## src/pkg/cps_regs.svh

```systemverilog
`ifndef CPS_REGS_SVH
`define CPS_REGS_SVH

// I/O offsets inside the CPU register block
`define CPS_OFS_KEY 4'h4
`define CPS_OFS_SP_LO 4'hd
`define CPS_OFS_SP_HI 4'he
`define CPS_OFS_FLAGS 4'hf

// Key values
`define CPS_KEY_SPM 8'h9d
`define CPS_KEY_IO 8'hd8

// Key register read-back bit positions
`define CPS_KEY_BIT_IO 0
`define CPS_KEY_BIT_SPM 1

// Reset values, stack pointer mask and interrupt enable bit
`define CPS_KEY_RESET 8'h00
`define CPS_FLAGS_RESET 8'h00
`define CPS_SP_RESET 16'h3fff
`define CPS_SP_MASK 16'h3fff
`define CPS_FLAGS_BIT_IE 7

// Instruction counts
`define CPS_WIN_INSNS 3'h4
`define CPS_SP_HOLD_INSNS 3'h4

// Stack steps
`define CPS_SP_STEP_BYTE 16'h0001
`define CPS_SP_STEP_WORD 16'h0002

// Working register number of the first pointer low byte
`define CPS_RF_PTR_BASE 5'h1a
`define CPS_PTR_COUNT 3
`define CPS_PTR_THIRD 2'h2

`endif

```

## src/pkg/cps_pkg.sv

```systemverilog
package cps_pkg;

  typedef enum logic [1:0] {
    CPS_LOCKED = 2'b00,
    CPS_OPEN_IO = 2'b01,
    CPS_OPEN_SPM = 2'b10
  } cps_win_e;

  typedef enum logic [1:0] {
    CPS_AM_DISP = 2'b00,
    CPS_AM_POSTINC = 2'b01,
    CPS_AM_PREDEC = 2'b10
  } cps_amode_e;

  typedef struct packed {
    cps_win_e win;
    logic [2:0] win_cnt;
    logic [2:0] sp_cnt;
    logic irq_hold;
    logic irq_service;
    logic dbg_halt;
    logic [15:0] sp;
    logic [7:0] flags;
    logic [7:0] rdata;
    logic [15:0] ptr_addr;
    logic [15:0] pm_addr;
  } cps_core_s;

  typedef struct packed {
    logic [15:0] value;
  } cps_ptr_s;

endpackage

```

## src/hw/cps_core.sv

```systemverilog
`include "cps_regs.svh"

module cps_core (
  input wire logic i_clock,
  input wire logic i_rst,
  input wire logic i_io_wr,
  input wire logic i_io_rd,
  input wire logic [3:0] i_io_addr,
  input wire logic [7:0] i_io_wdata,
  input wire logic i_data_wr,
  input wire logic i_nvm_access,
  input wire logic i_sleep,
  input wire logic i_insn_done,
  input wire logic i_irq_pending,
  input wire logic i_sp_push,
  input wire logic i_sp_pop,
  input wire logic i_sp_call,
  input wire logic i_sp_ret,
  input wire logic i_rf_wr,
  input wire logic [4:0] i_rf_addr,
  input wire logic [7:0] i_rf_wdata,
  input wire logic i_ls_go,
  input wire logic [1:0] i_ls_ptr,
  input wire cps_pkg::cps_amode_e i_ls_mode,
  input wire logic [5:0] i_ls_disp,
  input wire logic i_lpm_go,
  input wire logic i_lpm_inc,
  input wire logic [3:0] i_dbg_en,
  input wire logic i_pc_match,
  input wire logic i_flow_change,
  input wire logic i_brk_insn,
  output logic [7:0] o_io_rdata,
  output logic o_io_unlock,
  output logic o_spm_unlock,
  output logic o_irq_hold,
  output logic o_irq_service,
  output logic [15:0] o_stack_pointer,
  output logic [7:0] o_status_flags,
  output logic [15:0] o_ptr_addr,
  output logic [15:0] o_pm_addr,
  output logic o_dbg_halt
);
  import cps_pkg::*;

  cps_core_s s;
  cps_core_s next_s;
  logic [15:0] ptr_val [`CPS_PTR_COUNT];
  logic key_wr;
  logic sp_lo_wr;
  logic sp_hi_wr;
  logic flags_wr;
  logic io_close;
  logic spm_close;

  assign key_wr = i_io_wr && (i_io_addr == `CPS_OFS_KEY);
  assign sp_lo_wr = i_io_wr && (i_io_addr == `CPS_OFS_SP_LO);
  assign sp_hi_wr = i_io_wr && (i_io_addr == `CPS_OFS_SP_HI);
  assign flags_wr = i_io_wr && (i_io_addr == `CPS_OFS_FLAGS);
  // The protected write itself is an I/O write, so it also ends the window
  assign io_close = i_io_wr || i_data_wr || i_nvm_access || i_sleep;
  assign spm_close = i_nvm_access || i_sleep;

  genvar k;
  generate
    for (k = 0; k < `CPS_PTR_COUNT; k = k + 1) begin : g_ptr
      logic sel;
      logic wr_lo;
      logic wr_hi;
      logic inc;
      logic dec;
      assign sel = i_ls_go && (i_ls_ptr == 2'(k));
      // Each pair is two adjacent upper working registers
      assign wr_lo = i_rf_wr && (i_rf_addr == 5'(`CPS_RF_PTR_BASE + 2 * k));
      assign wr_hi = i_rf_wr && (i_rf_addr == 5'(`CPS_RF_PTR_BASE + 2 * k + 1));
      assign inc = (sel && (i_ls_mode == CPS_AM_POSTINC)) ||
                   ((2'(k) == `CPS_PTR_THIRD) && i_lpm_go && i_lpm_inc);
      assign dec = sel && (i_ls_mode == CPS_AM_PREDEC);
      cps_ptr u_ptr (
        .i_clock(i_clock),
        .i_rst(i_rst),
        .i_wr_lo(wr_lo),
        .i_wr_hi(wr_hi),
        .i_wdata(i_rf_wdata),
        .i_inc(inc),
        .i_dec(dec),
        .o_value(ptr_val[k])
      );
    end
  endgenerate

  always_comb begin
    logic [15:0] base;
    base = 16'h0000;
    next_s = s;

    // Unlock window
    if (s.win != CPS_LOCKED && i_insn_done) begin
      next_s.win_cnt = s.win_cnt - 3'h1;
      if (s.win_cnt == 3'h1) begin
        next_s.win = CPS_LOCKED;
      end
    end
    unique case (s.win)
      CPS_LOCKED: begin
      end
      CPS_OPEN_IO: begin
        if (io_close) begin
          next_s.win = CPS_LOCKED;
        end
      end
      CPS_OPEN_SPM: begin
        if (spm_close) begin
          next_s.win = CPS_LOCKED;
        end
      end
      default: begin
        next_s.win = CPS_LOCKED;
      end
    endcase
    // The key-writing instruction is not counted in the window
    if (key_wr) begin
      if (i_io_wdata == `CPS_KEY_IO) begin
        next_s.win = CPS_OPEN_IO;
        next_s.win_cnt = `CPS_WIN_INSNS;
      end else if (i_io_wdata == `CPS_KEY_SPM) begin
        next_s.win = CPS_OPEN_SPM;
        next_s.win_cnt = `CPS_WIN_INSNS;
      end
      // Any other value opens no window
    end
    if (next_s.win == CPS_LOCKED) begin
      next_s.win_cnt = 3'h0;
    end

    // Interrupt hold after a stack low byte write
    if (sp_lo_wr) begin
      next_s.sp_cnt = `CPS_SP_HOLD_INSNS;
    end else if (s.sp_cnt != 3'h0) begin
      if (i_io_wr) begin
        next_s.sp_cnt = 3'h0;
      end else if (i_insn_done) begin
        next_s.sp_cnt = s.sp_cnt - 3'h1;
      end
    end

    // Requests outside stay pending while held; service follows release
    next_s.irq_hold = (next_s.win != CPS_LOCKED) || (next_s.sp_cnt != 3'h0);
    next_s.irq_service = i_irq_pending && s.flags[`CPS_FLAGS_BIT_IE] &&
                         !next_s.irq_hold;

    // Stack pointer: software write has priority over hardware steps
    if (sp_lo_wr || sp_hi_wr) begin
      if (sp_lo_wr) begin
        next_s.sp[7:0] = i_io_wdata;
      end
      if (sp_hi_wr) begin
        next_s.sp[15:8] = i_io_wdata;
      end
    end else if (i_sp_call) begin
      next_s.sp = s.sp - `CPS_SP_STEP_WORD;
    end else if (i_sp_ret) begin
      next_s.sp = s.sp + `CPS_SP_STEP_WORD;
    end else if (i_sp_push) begin
      next_s.sp = s.sp - `CPS_SP_STEP_BYTE;
    end else if (i_sp_pop) begin
      next_s.sp = s.sp + `CPS_SP_STEP_BYTE;
    end
    next_s.sp = next_s.sp & `CPS_SP_MASK;

    if (flags_wr) begin
      next_s.flags = i_io_wdata;
    end

    // Register read-back, unmapped offsets answer zero
    if (i_io_rd) begin
      unique case (i_io_addr)
        `CPS_OFS_KEY: begin
          next_s.rdata = 8'h00;
          next_s.rdata[`CPS_KEY_BIT_IO] = (s.win == CPS_OPEN_IO);
          next_s.rdata[`CPS_KEY_BIT_SPM] = (s.win == CPS_OPEN_SPM);
        end
        `CPS_OFS_SP_LO: begin
          next_s.rdata = s.sp[7:0];
        end
        `CPS_OFS_SP_HI: begin
          next_s.rdata = s.sp[15:8];
        end
        `CPS_OFS_FLAGS: begin
          next_s.rdata = s.flags;
        end
        default: begin
          next_s.rdata = 8'h00;
        end
      endcase
    end

    // Data memory address from the chosen pointer
    if (i_ls_go) begin
      if (i_ls_ptr == 2'h0) begin
        base = ptr_val[0];
      end else if (i_ls_ptr == 2'h1) begin
        base = ptr_val[1];
      end else begin
        base = ptr_val[2];
      end
      unique case (i_ls_mode)
        CPS_AM_DISP: begin
          next_s.ptr_addr = base + {10'h000, i_ls_disp};
        end
        CPS_AM_POSTINC: begin
          next_s.ptr_addr = base;
        end
        CPS_AM_PREDEC: begin
          next_s.ptr_addr = base - 16'h0001;
        end
        default: begin
          next_s.ptr_addr = base;
        end
      endcase
    end
    if (i_lpm_go) begin
      next_s.pm_addr = ptr_val[2];
    end

    next_s.dbg_halt = |(i_dbg_en &
                        {i_brk_insn, s.irq_service, i_flow_change, i_pc_match});
  end

  always_ff @(posedge i_clock) begin
    if (i_rst) begin
      s <= '0;
      s.win <= CPS_LOCKED;
      s.sp <= `CPS_SP_RESET;
      s.flags <= `CPS_FLAGS_RESET;
      s.rdata <= `CPS_KEY_RESET;
    end else begin
      s <= next_s;
    end
  end

  // Protected registers and the NVM command port gate on these levels
  // Window codes are one-hot, so each unlock level is a state flop bit
  assign o_io_unlock = s.win[`CPS_KEY_BIT_IO];
  assign o_spm_unlock = s.win[`CPS_KEY_BIT_SPM];
  assign o_io_rdata = s.rdata;
  assign o_irq_hold = s.irq_hold;
  assign o_irq_service = s.irq_service;
  assign o_stack_pointer = s.sp;
  assign o_status_flags = s.flags;
  assign o_ptr_addr = s.ptr_addr;
  assign o_pm_addr = s.pm_addr;
  assign o_dbg_halt = s.dbg_halt;
endmodule

```

## src/hw/cps_ptr.sv

```systemverilog
`include "cps_regs.svh"

module cps_ptr (
  input wire logic i_clock,
  input wire logic i_rst,
  input wire logic i_wr_lo,
  input wire logic i_wr_hi,
  input wire logic [7:0] i_wdata,
  input wire logic i_inc,
  input wire logic i_dec,
  output logic [15:0] o_value
);
  import cps_pkg::*;

  cps_ptr_s s;
  cps_ptr_s next_s;

  always_comb begin
    next_s = s;
    if (i_inc) begin
      next_s.value = s.value + 16'h0001;
    end else if (i_dec) begin
      next_s.value = s.value - 16'h0001;
    end
    // A register file write in the same cycle wins over the step
    if (i_wr_lo) begin
      next_s.value[7:0] = i_wdata;
    end
    if (i_wr_hi) begin
      next_s.value[15:8] = i_wdata;
    end
  end

  always_ff @(posedge i_clock) begin
    if (i_rst) begin
      s <= '0;
    end else begin
      s <= next_s;
    end
  end

  assign o_value = s.value;

endmodule

```

## config.mk

```make
export PLATFORM = sky130hd
export DESIGN_NAME = cps_core
export DESIGN_NICKNAME = d
export VERILOG_FILES = /design/src/pkg/cps_pkg.sv /design/src/hw/cps_core.sv /design/src/hw/cps_ptr.sv
export VERILOG_INCLUDE_DIRS = /design/src /design/src/pkg
export SDC_FILE = /design/constraint.sdc
export NUM_CORES = 1
export LEC_CHECK = 0
export ABC_CLOCK_PERIOD_IN_PS = 4000
export BUFFER_PORTS_ARGS = -buffer_cell sky130_fd_sc_hd__clkbuf_2
export CELL_PAD_IN_SITES_DETAIL_PLACEMENT = 0
export CELL_PAD_IN_SITES_GLOBAL_PLACEMENT = 1
export CORE_ASPECT_RATIO = 0.7
export CORE_MARGIN = 8
export CORE_UTILIZATION = 44
export CTS_CLUSTER_SIZE = 20
export DETAILED_ROUTE_END_ITERATION = 12
export HOLD_SLACK_MARGIN = 0.15
export PLACE_DENSITY = 0.91
export SKIP_CTS_REPAIR_TIMING = 1
export SYNTH_ARGS = -nofsm -noshare
export SYNTH_HDL_FRONTEND = slang
export SYNTH_SLANG_ARGS = --single-unit
```

## constraint.sdc

```tcl
create_clock -name i_clock -period 4 [get_ports i_clock]
set_input_delay 0.2 -clock i_clock [delete_from_list [all_inputs] [get_ports i_clock]]
set_output_delay 0.2 -clock i_clock [all_outputs]
set_load 0.01 [all_outputs]
```

==> results.json, run 1 <==
{
  "outcome": "finished clean",
  "fin_nets": 1495,
  "leakage_nw": 4.685,
  "rsz0062_at_grt": "false",
  "pwr_density_cell_nw_per_um2": 383.0,
  "utilization_pct": 48.92,
  "gp_congestion": 0.9403,
  "grt_max_degree": 68,
  "sw_frac_of_total_pct": 34.68,
  "setup_viol": 0,
  "period_share_pct": 84.10,
  "crit_chain": "clkbuf_2 > nand2b_1 > nor3_1 > inv_1 > fa_1 > a21o_1 > a221oi_1 > o32ai_1 > o41ai_1 > o21ai_1 > xnor2_1 > or4_1 > o21ai_1",
  "cts_tree": "built",
  "fp-row-count": 46,
  "crit_path_end_kind": "register",
  "min_to": "o_status_flags[0]$_SDFFE_PP0P_",
  "drive_gt1_share_pct": 13.34,
  "reg2reg_setup_slack_ns": 0.75,
  "drtPass1Iterations": 5,
  "slowest_stage": "o41ai_1",
  "timing.setup.tns_ns": 0,
  "n_antenna_cell": 0,
  "vias": 9836,
  "cts_max_level": 4,
  "viasPerCell": 5.817,
  "final_common_cell": "nor2_1",
  "crit_type": "in2reg",
  "power.switching_mw": 1.466,
  "multi_input_area_um2": 6738,
  "synth_ff_type": "dfxtp_1",
  "critPathMostFrequentCell": "o21ai_1",
  "fin_crit_ns": 3.364,
  "async_flop_share_pct": 0,
  "hp-start": "i_io_wdata[0]",
  "netlist_top_cells_area": "dfxtp_1 24%, ha_1 7.9%, nor2_1 6.3%, mux2i_1 5.7%, buf_4 4.9%",
  "core_um2": 22560,
  "synth_edf_count": 0,
  "seq_area_frac_synth_pct": 24.03,
  "maxCapViolCount": 0,
  "overflow": 0,
  "clkTransAtPathRegs_ns": 0.06,
  "synth_cells": 1342,
  "synth_seq_cells": 121,
  "clk-insertion-delay-late_ns": 0.42,
  "clock_sinks": 121,
  "p_comb_share_pct": 30.8,
  "regArea_um2": 2422,
  "yosysTopAreaCell": "dfxtp_1",
  "reg2reg_to": "o_ptr_addr[14]$_SDFFE_PP0P_",
  "ctsRootBufferMaster": "clkbuf_16",
  "reg2reg_depth": 14,
  "grt_pass1_wl_um": 50350,
  "p_seq_share_pct": 34.2,
  "critPathMaxFanout": 7,
  "fill_cells": 2241,
  "synth_top_area_share_pct": 24.03,
  "ios": 128,
  "routedWlPerCell_um": 18.58,
  "antenna_found_initial": 0,
  "first_global_vias": 9167,
  "start_util_pct": 44.68,
  "drt_iter0_markers": 1038,
  "start_kind": "input port",
  "critPathArrivalTime_ns": 3.72,
  "worst_pin_slew_ns": 1.125,
  "numCtsBuffers": 17,
  "hold_depth": 3,
  "p_int_mw": 2.762,
  "io_buffers": 125,
  "skew_ns": 0.008381,
  "peakVddDrop_uv": 330.8,
  "synth_area_um2": 10080,
  "dieArea_um2": 28090,
  "die_w_um": 196.9,
  "antenna_left": 0,
  "p_total_mw": 4.228,
  "remaining_drc_errors": 0,
  "required_ns": 4.35,
  "fin_ws_ns": 0.6360,
  "grt.total_usage_pct": 22.26,
  "hold_path_class": "in2reg",
  "reg2reg_from": "g_ptr[0].u_ptr.o_value[0]$_SDFFE_PP0P_",
  "synth_area_per_cell_um2": 7.512,
  "synthToLayoutAreaGrowth_pct": 9.482,
  "die_h_um": 142.6,
  "relSlewSlack_pct": 24.42,
  "synth.distinct_cells": 80,
  "hold_violations": 0,
  "cts_max_path_buffers": 2,
  "clkPwrFrac_pct": 35.0,
  "fmax_ghz": 0.2973,
  "wirelength_um": 31430,
  "pre_cts_ws_ns": 0.2952,
  "drv_slew": 0,
  "ys_warn_count": 0,
  "final_cell_mix": "170 x nor2_1, 128 x nand2_1, 124 x clkbuf_2",
  "hpwl_um": 23890,
  "cpPeakStageDelay_ns": 0.52
}
==> worst max-delay path: cells and delay by family <==
family	cells	cell delay (ns)
AO/OA/AOI/OAI	6	1.57
XOR/XNOR	1	0.14
adder cells (fa/ha/maj)	1	0.47
buffers and inverters	2	0.35
AND/OR/NAND/NOR	3	0.97
==> cell type report <==
class	count	share of cell area [%]
inverter	37	1.258
sequential	121	21.95
tap	312	3.537
timing repair buffer	144	7.165
clock inverter	7	0.6235
multi-input combinational	1047	61.05
clock buffer	23	4.421
==> worst max-delay path by stage <==
stage                      start                                       to  slack (ns)
floorplan                i_ls_go  g_ptr[0].u_ptr.o_value[14]$_SDFFE_PP0P_        0.61
global placement    i_ls_mode[1]  g_ptr[0].u_ptr.o_value[14]$_SDFFE_PP0P_        0.39
detailed placement  i_ls_mode[1]  g_ptr[0].u_ptr.o_value[14]$_SDFFE_PP0P_        0.30
CTS                 i_ls_mode[1]  g_ptr[0].u_ptr.o_value[14]$_SDFFE_PP0P_        0.74
global route        i_ls_mode[1]  g_ptr[0].u_ptr.o_value[14]$_SDFFE_PP0P_        0.44
finish              i_ls_mode[1]  g_ptr[0].u_ptr.o_value[14]$_SDFFE_PP0P_        0.64
==> flip-flops by register name, indices dropped and copies added (netlist names) <==
register	flops
o_io_rdata	8
o_irq_hold	1
o_spm_unlock	1
o_status_flags	8
o_ptr_addr	16
o_irq_service	1
s	6
o_stack_pointer	14
o_pm_addr	16
o_dbg_halt	1
o_io_unlock	1
g_ptr.u_ptr.o_value	48
==> power groups by stage <==
stage | Sequential [mW] | Combinational, mW | Clock [mW]
2_1_floorplan | 1.37 | 1.07 | 0
3_3_place_gp | 1.47 | 1.24 | 0
3_5_place_dp | 1.47 | 1.27 | 0
4_1_cts | 1.44 | 1.28 | 1.51
5_1_grt | 1.46 | 1.45 | 1.57
6_report | 1.45 | 1.30 | 1.48
==> metrics by stage <==
step | hold slack [ns] | instances | cell area [µm²]
after floorplan | 0.3439 | 1343 | 10080
after global placement | 0.4487 | 1653 | 10400
after detailed placement | 0.4577 | 1653 | 10400
after CTS | 0.03920 | 1683 | 10960
after global routing | 0.1576 | 1691 | 11040
final | 0.1414 | 1691 | 11040
==> cells in the mapped netlist, types with 33 or more instances <==
cell type	instances
a211oi_1	40
a21oi_1	97
buf_4	66
clkbuf_1	61
dfxtp_1	121
ha_1	64
inv_1	36
mux2i_1	57
nand2_1	128
nor2_1	170
nor3_1	33
o21ai_0	54
xnor2_1	45
==> cells by family after synthesis <==
kind of cell,count (synthesis),share of synthesized area [%]
other,1,0.03720
flip-flops,121,24.03
buffers and inverters,175,9.172
AO/OA/AOI/OAI,350,22.29
AND/OR/NAND/NOR,490,22.95
multiplexers,64,6.442
adder cells (fa/ha/maj),68,8.738
XOR/XNOR,73,6.342
==> routing by layer <==
metal	GRT usage [%]	vias to the layer above	share of wire [%]
met3	6.701	38	10
li1	-	4807	-
met1	32.83	4553	48
met5	0	-	0
met4	5.527	0	1.4
met2	30.64	438	40
Power figures use the tool's default switching activity.
==> run 2, diff against run 1 <==
- ABC_CLOCK_PERIOD_IN_PS: 4000 -> 3100
- clock period: 4 -> 3.1 ns (I/O delays scaled with it)
==> results.json, run 2 (synthesized netlist as in run 1, its figures left out) <==
{
  "final_cell_mix": "170 x nor2_1, 128 x nand2_1, 124 x clkbuf_2",
  "skew_ns": 0.007940,
  "hp-start": "i_dbg_en[1]",
  "maxCapViolCount": 0,
  "first_global_vias": 9117,
  "utilization_pct": 50.71,
  "synthToLayoutAreaGrowth_pct": 13.49,
  "grt_max_degree": 81,
  "fp-row-count": 46,
  "antenna_left": 0,
  "drive_gt1_share_pct": 15.58,
  "grt_pass1_wl_um": 50300,
  "hold_violations": 0,
  "clock_sinks": 121,
  "largest_reg_flops": 48,
  "rsz0062_at_grt": "false",
  "drv_slew": 0,
  "stdcell_area_um2": 11440,
  "wirelength_um": 31720,
  "hpwl_um": 24120,
  "multi_input_area_um2": 6769,
  "vias": 10020,
  "critPathMaxFanout": 5,
  "crit_type": "reg2reg",
  "dieArea_um2": 28090,
  "fill_cells": 2201,
  "drtPass1Iterations": 5,
  "required_ns": 3.46,
  "reg2reg_depth": 11,
  "numCtsBuffers": 17,
  "period_share_pct": 96.33,
  "wl_met3_um": 3012,
  "met2_length_um": 12870,
  "viasPerCell": 5.811,
  "crit_chain": "mux2i_1 > o21ai_0 > ha_1 > a21o_1 > a21oi_1 > o21ai_1 > nor3_1 > a21oi_1 > mux2i_1 > or4_1 > nand3_1",
  "hold_path_class": "in2reg",
  "peakVddDrop_uv": 432.5,
  "clkTransAtPathRegs_ns": 0.06,
  "start_kind": "register",
  "io_buffers": 125,
  "routedWlPerCell_um": 18.40,
  "startpoint": "g_ptr[1].u_ptr.o_value[6]$_SDFFE_PP0P_",
  "remaining_drc_errors": 0,
  "ctsRootBufferMaster": "clkbuf_16",
  "pwr_density_cell_nw_per_um2": 516.4,
  "fmax_ghz": 0.3349,
  "pre_cts_ws_ns": -0.03893,
  "relSlewSlack_pct": 48.54,
  "hold_depth": 3,
  "fin_nets": 1526,
  "regArea_um2": 2422,
  "antenna_found_initial": 0,
  "grt.total_usage_pct": 22.15,
  "leakage_nw": 4.905,
  "placed_cell_area_um2": 10620,
  "reg2reg_to": "o_ptr_addr[15]$_SDFFE_PP0P_",
  "clk-insertion-delay-late_ns": 0.42,
  "fin_crit_ns": 2.986,
  "fin_ws_ns": 0.1138,
  "wirelength_met1_um": 15310,
  "die_h_um": 142.6,
  "final_common_cell": "nor2_1",
  "gp_congestion": 0.9591,
  "dp.cells": 1679,
  "critPathArrivalTime_ns": 3.35,
  "fin_cells": 1724,
  "die_w_um": 196.9,
  "top_layer": "met4",
  "drt_iter0_markers": 1012,
  "min_to": "o_dbg_halt$_SDFF_PP0_",
  "core_um2": 22560,
  "reg2reg_setup_slack_ns": 0.11,
  "cts_max_path_buffers": 2,
  "overflow": 0,
  "worst_pin_slew_ns": 0.7710,
  "cts_tree": "built",
  "setup_viol": 0,
  "outcome": "finished clean",
  "cpPeakStageDelay_ns": 0.41,
  "slowest_stage": "or4_1",
  "n_antenna_cell": 0,
  "start_util_pct": 44.68,
  "reg2reg_from": "g_ptr[1].u_ptr.o_value[6]$_SDFFE_PP0P_",
  "crit_path_end_kind": "register",
  "cts_max_level": 4,
  "worst-path-buf-inv": 0,
  "ios": 128,
  "path_delay_family": "compound AO/OA/AOI/OAI gates"
}
[run 2: per-layer routing]
layer | vias to the layer above | global-route usage (%)
met5 | - | 0
met4 | 0 | 6.119
met3 | 42 | 5.761
met2 | 425 | 30.66
met1 | 4676 | 32.85
li1 | 4876 | -
[run 2: how the worst max path moves through the flow]
stage                                              end  slack (ns)  depth (start not counted)
2_1_floorplan  g_ptr[0].u_ptr.o_value[14]$_SDFFE_PP0P_        0.03                         13
3_3_place_gp   g_ptr[0].u_ptr.o_value[14]$_SDFFE_PP0P_        0.05                         14
3_5_place_dp   g_ptr[0].u_ptr.o_value[14]$_SDFFE_PP0P_       -0.04                         14
4_1_cts                    o_ptr_addr[14]$_SDFFE_PP0P_        0.11                         14
5_1_grt                    o_ptr_addr[15]$_SDFFE_PP0P_       0.003                         11
6_report                   o_ptr_addr[15]$_SDFFE_PP0P_        0.11                         11
[run 2: through the flow]
| step | TNS, ns | total power [mW] | hold slack, ns |
|---|---|---|---|
| floorplan | 0 | 3.154 | 0.2989 |
| global placement | 0 | 3.550 | 0.4228 |
| detailed placement | -0.04664 | 3.577 | 0.4335 |
| CTS | 0 | 5.895 | -0.01187 |
| global route | 0 | 6.212 | 0.1545 |
| finish | 0 | 5.909 | 0.1324 |
[run 2: area by class of cell]
cell class,count,area share [%]
clock buffer,22,4.232
multi-input combinational,1047,59.16
sequential,121,21.17
tap,312,3.412
clock inverter,10,1.640
inverter,37,1.214
timing repair buffer,175,9.164
[run 2: report_power, final]
group	switching [mW]	leakage, nW	internal, mW	total, mW
logic	0.994	3.60	0.774	1.77
clock network	0.790	0.323	1.52	2.31
registers	0.170	0.986	1.66	1.83
[run 2: worst reg2reg max path, delay by kind of cell (launching register included)]
kind | cells | cell delay, ns
and+or+nand+nor | 3 | 0.55
AOI/OAI and AO/OA | 5 | 1.08
muxes | 2 | 0.55
adders and majority gates | 1 | 0.40
DFF | 1 | 0.35
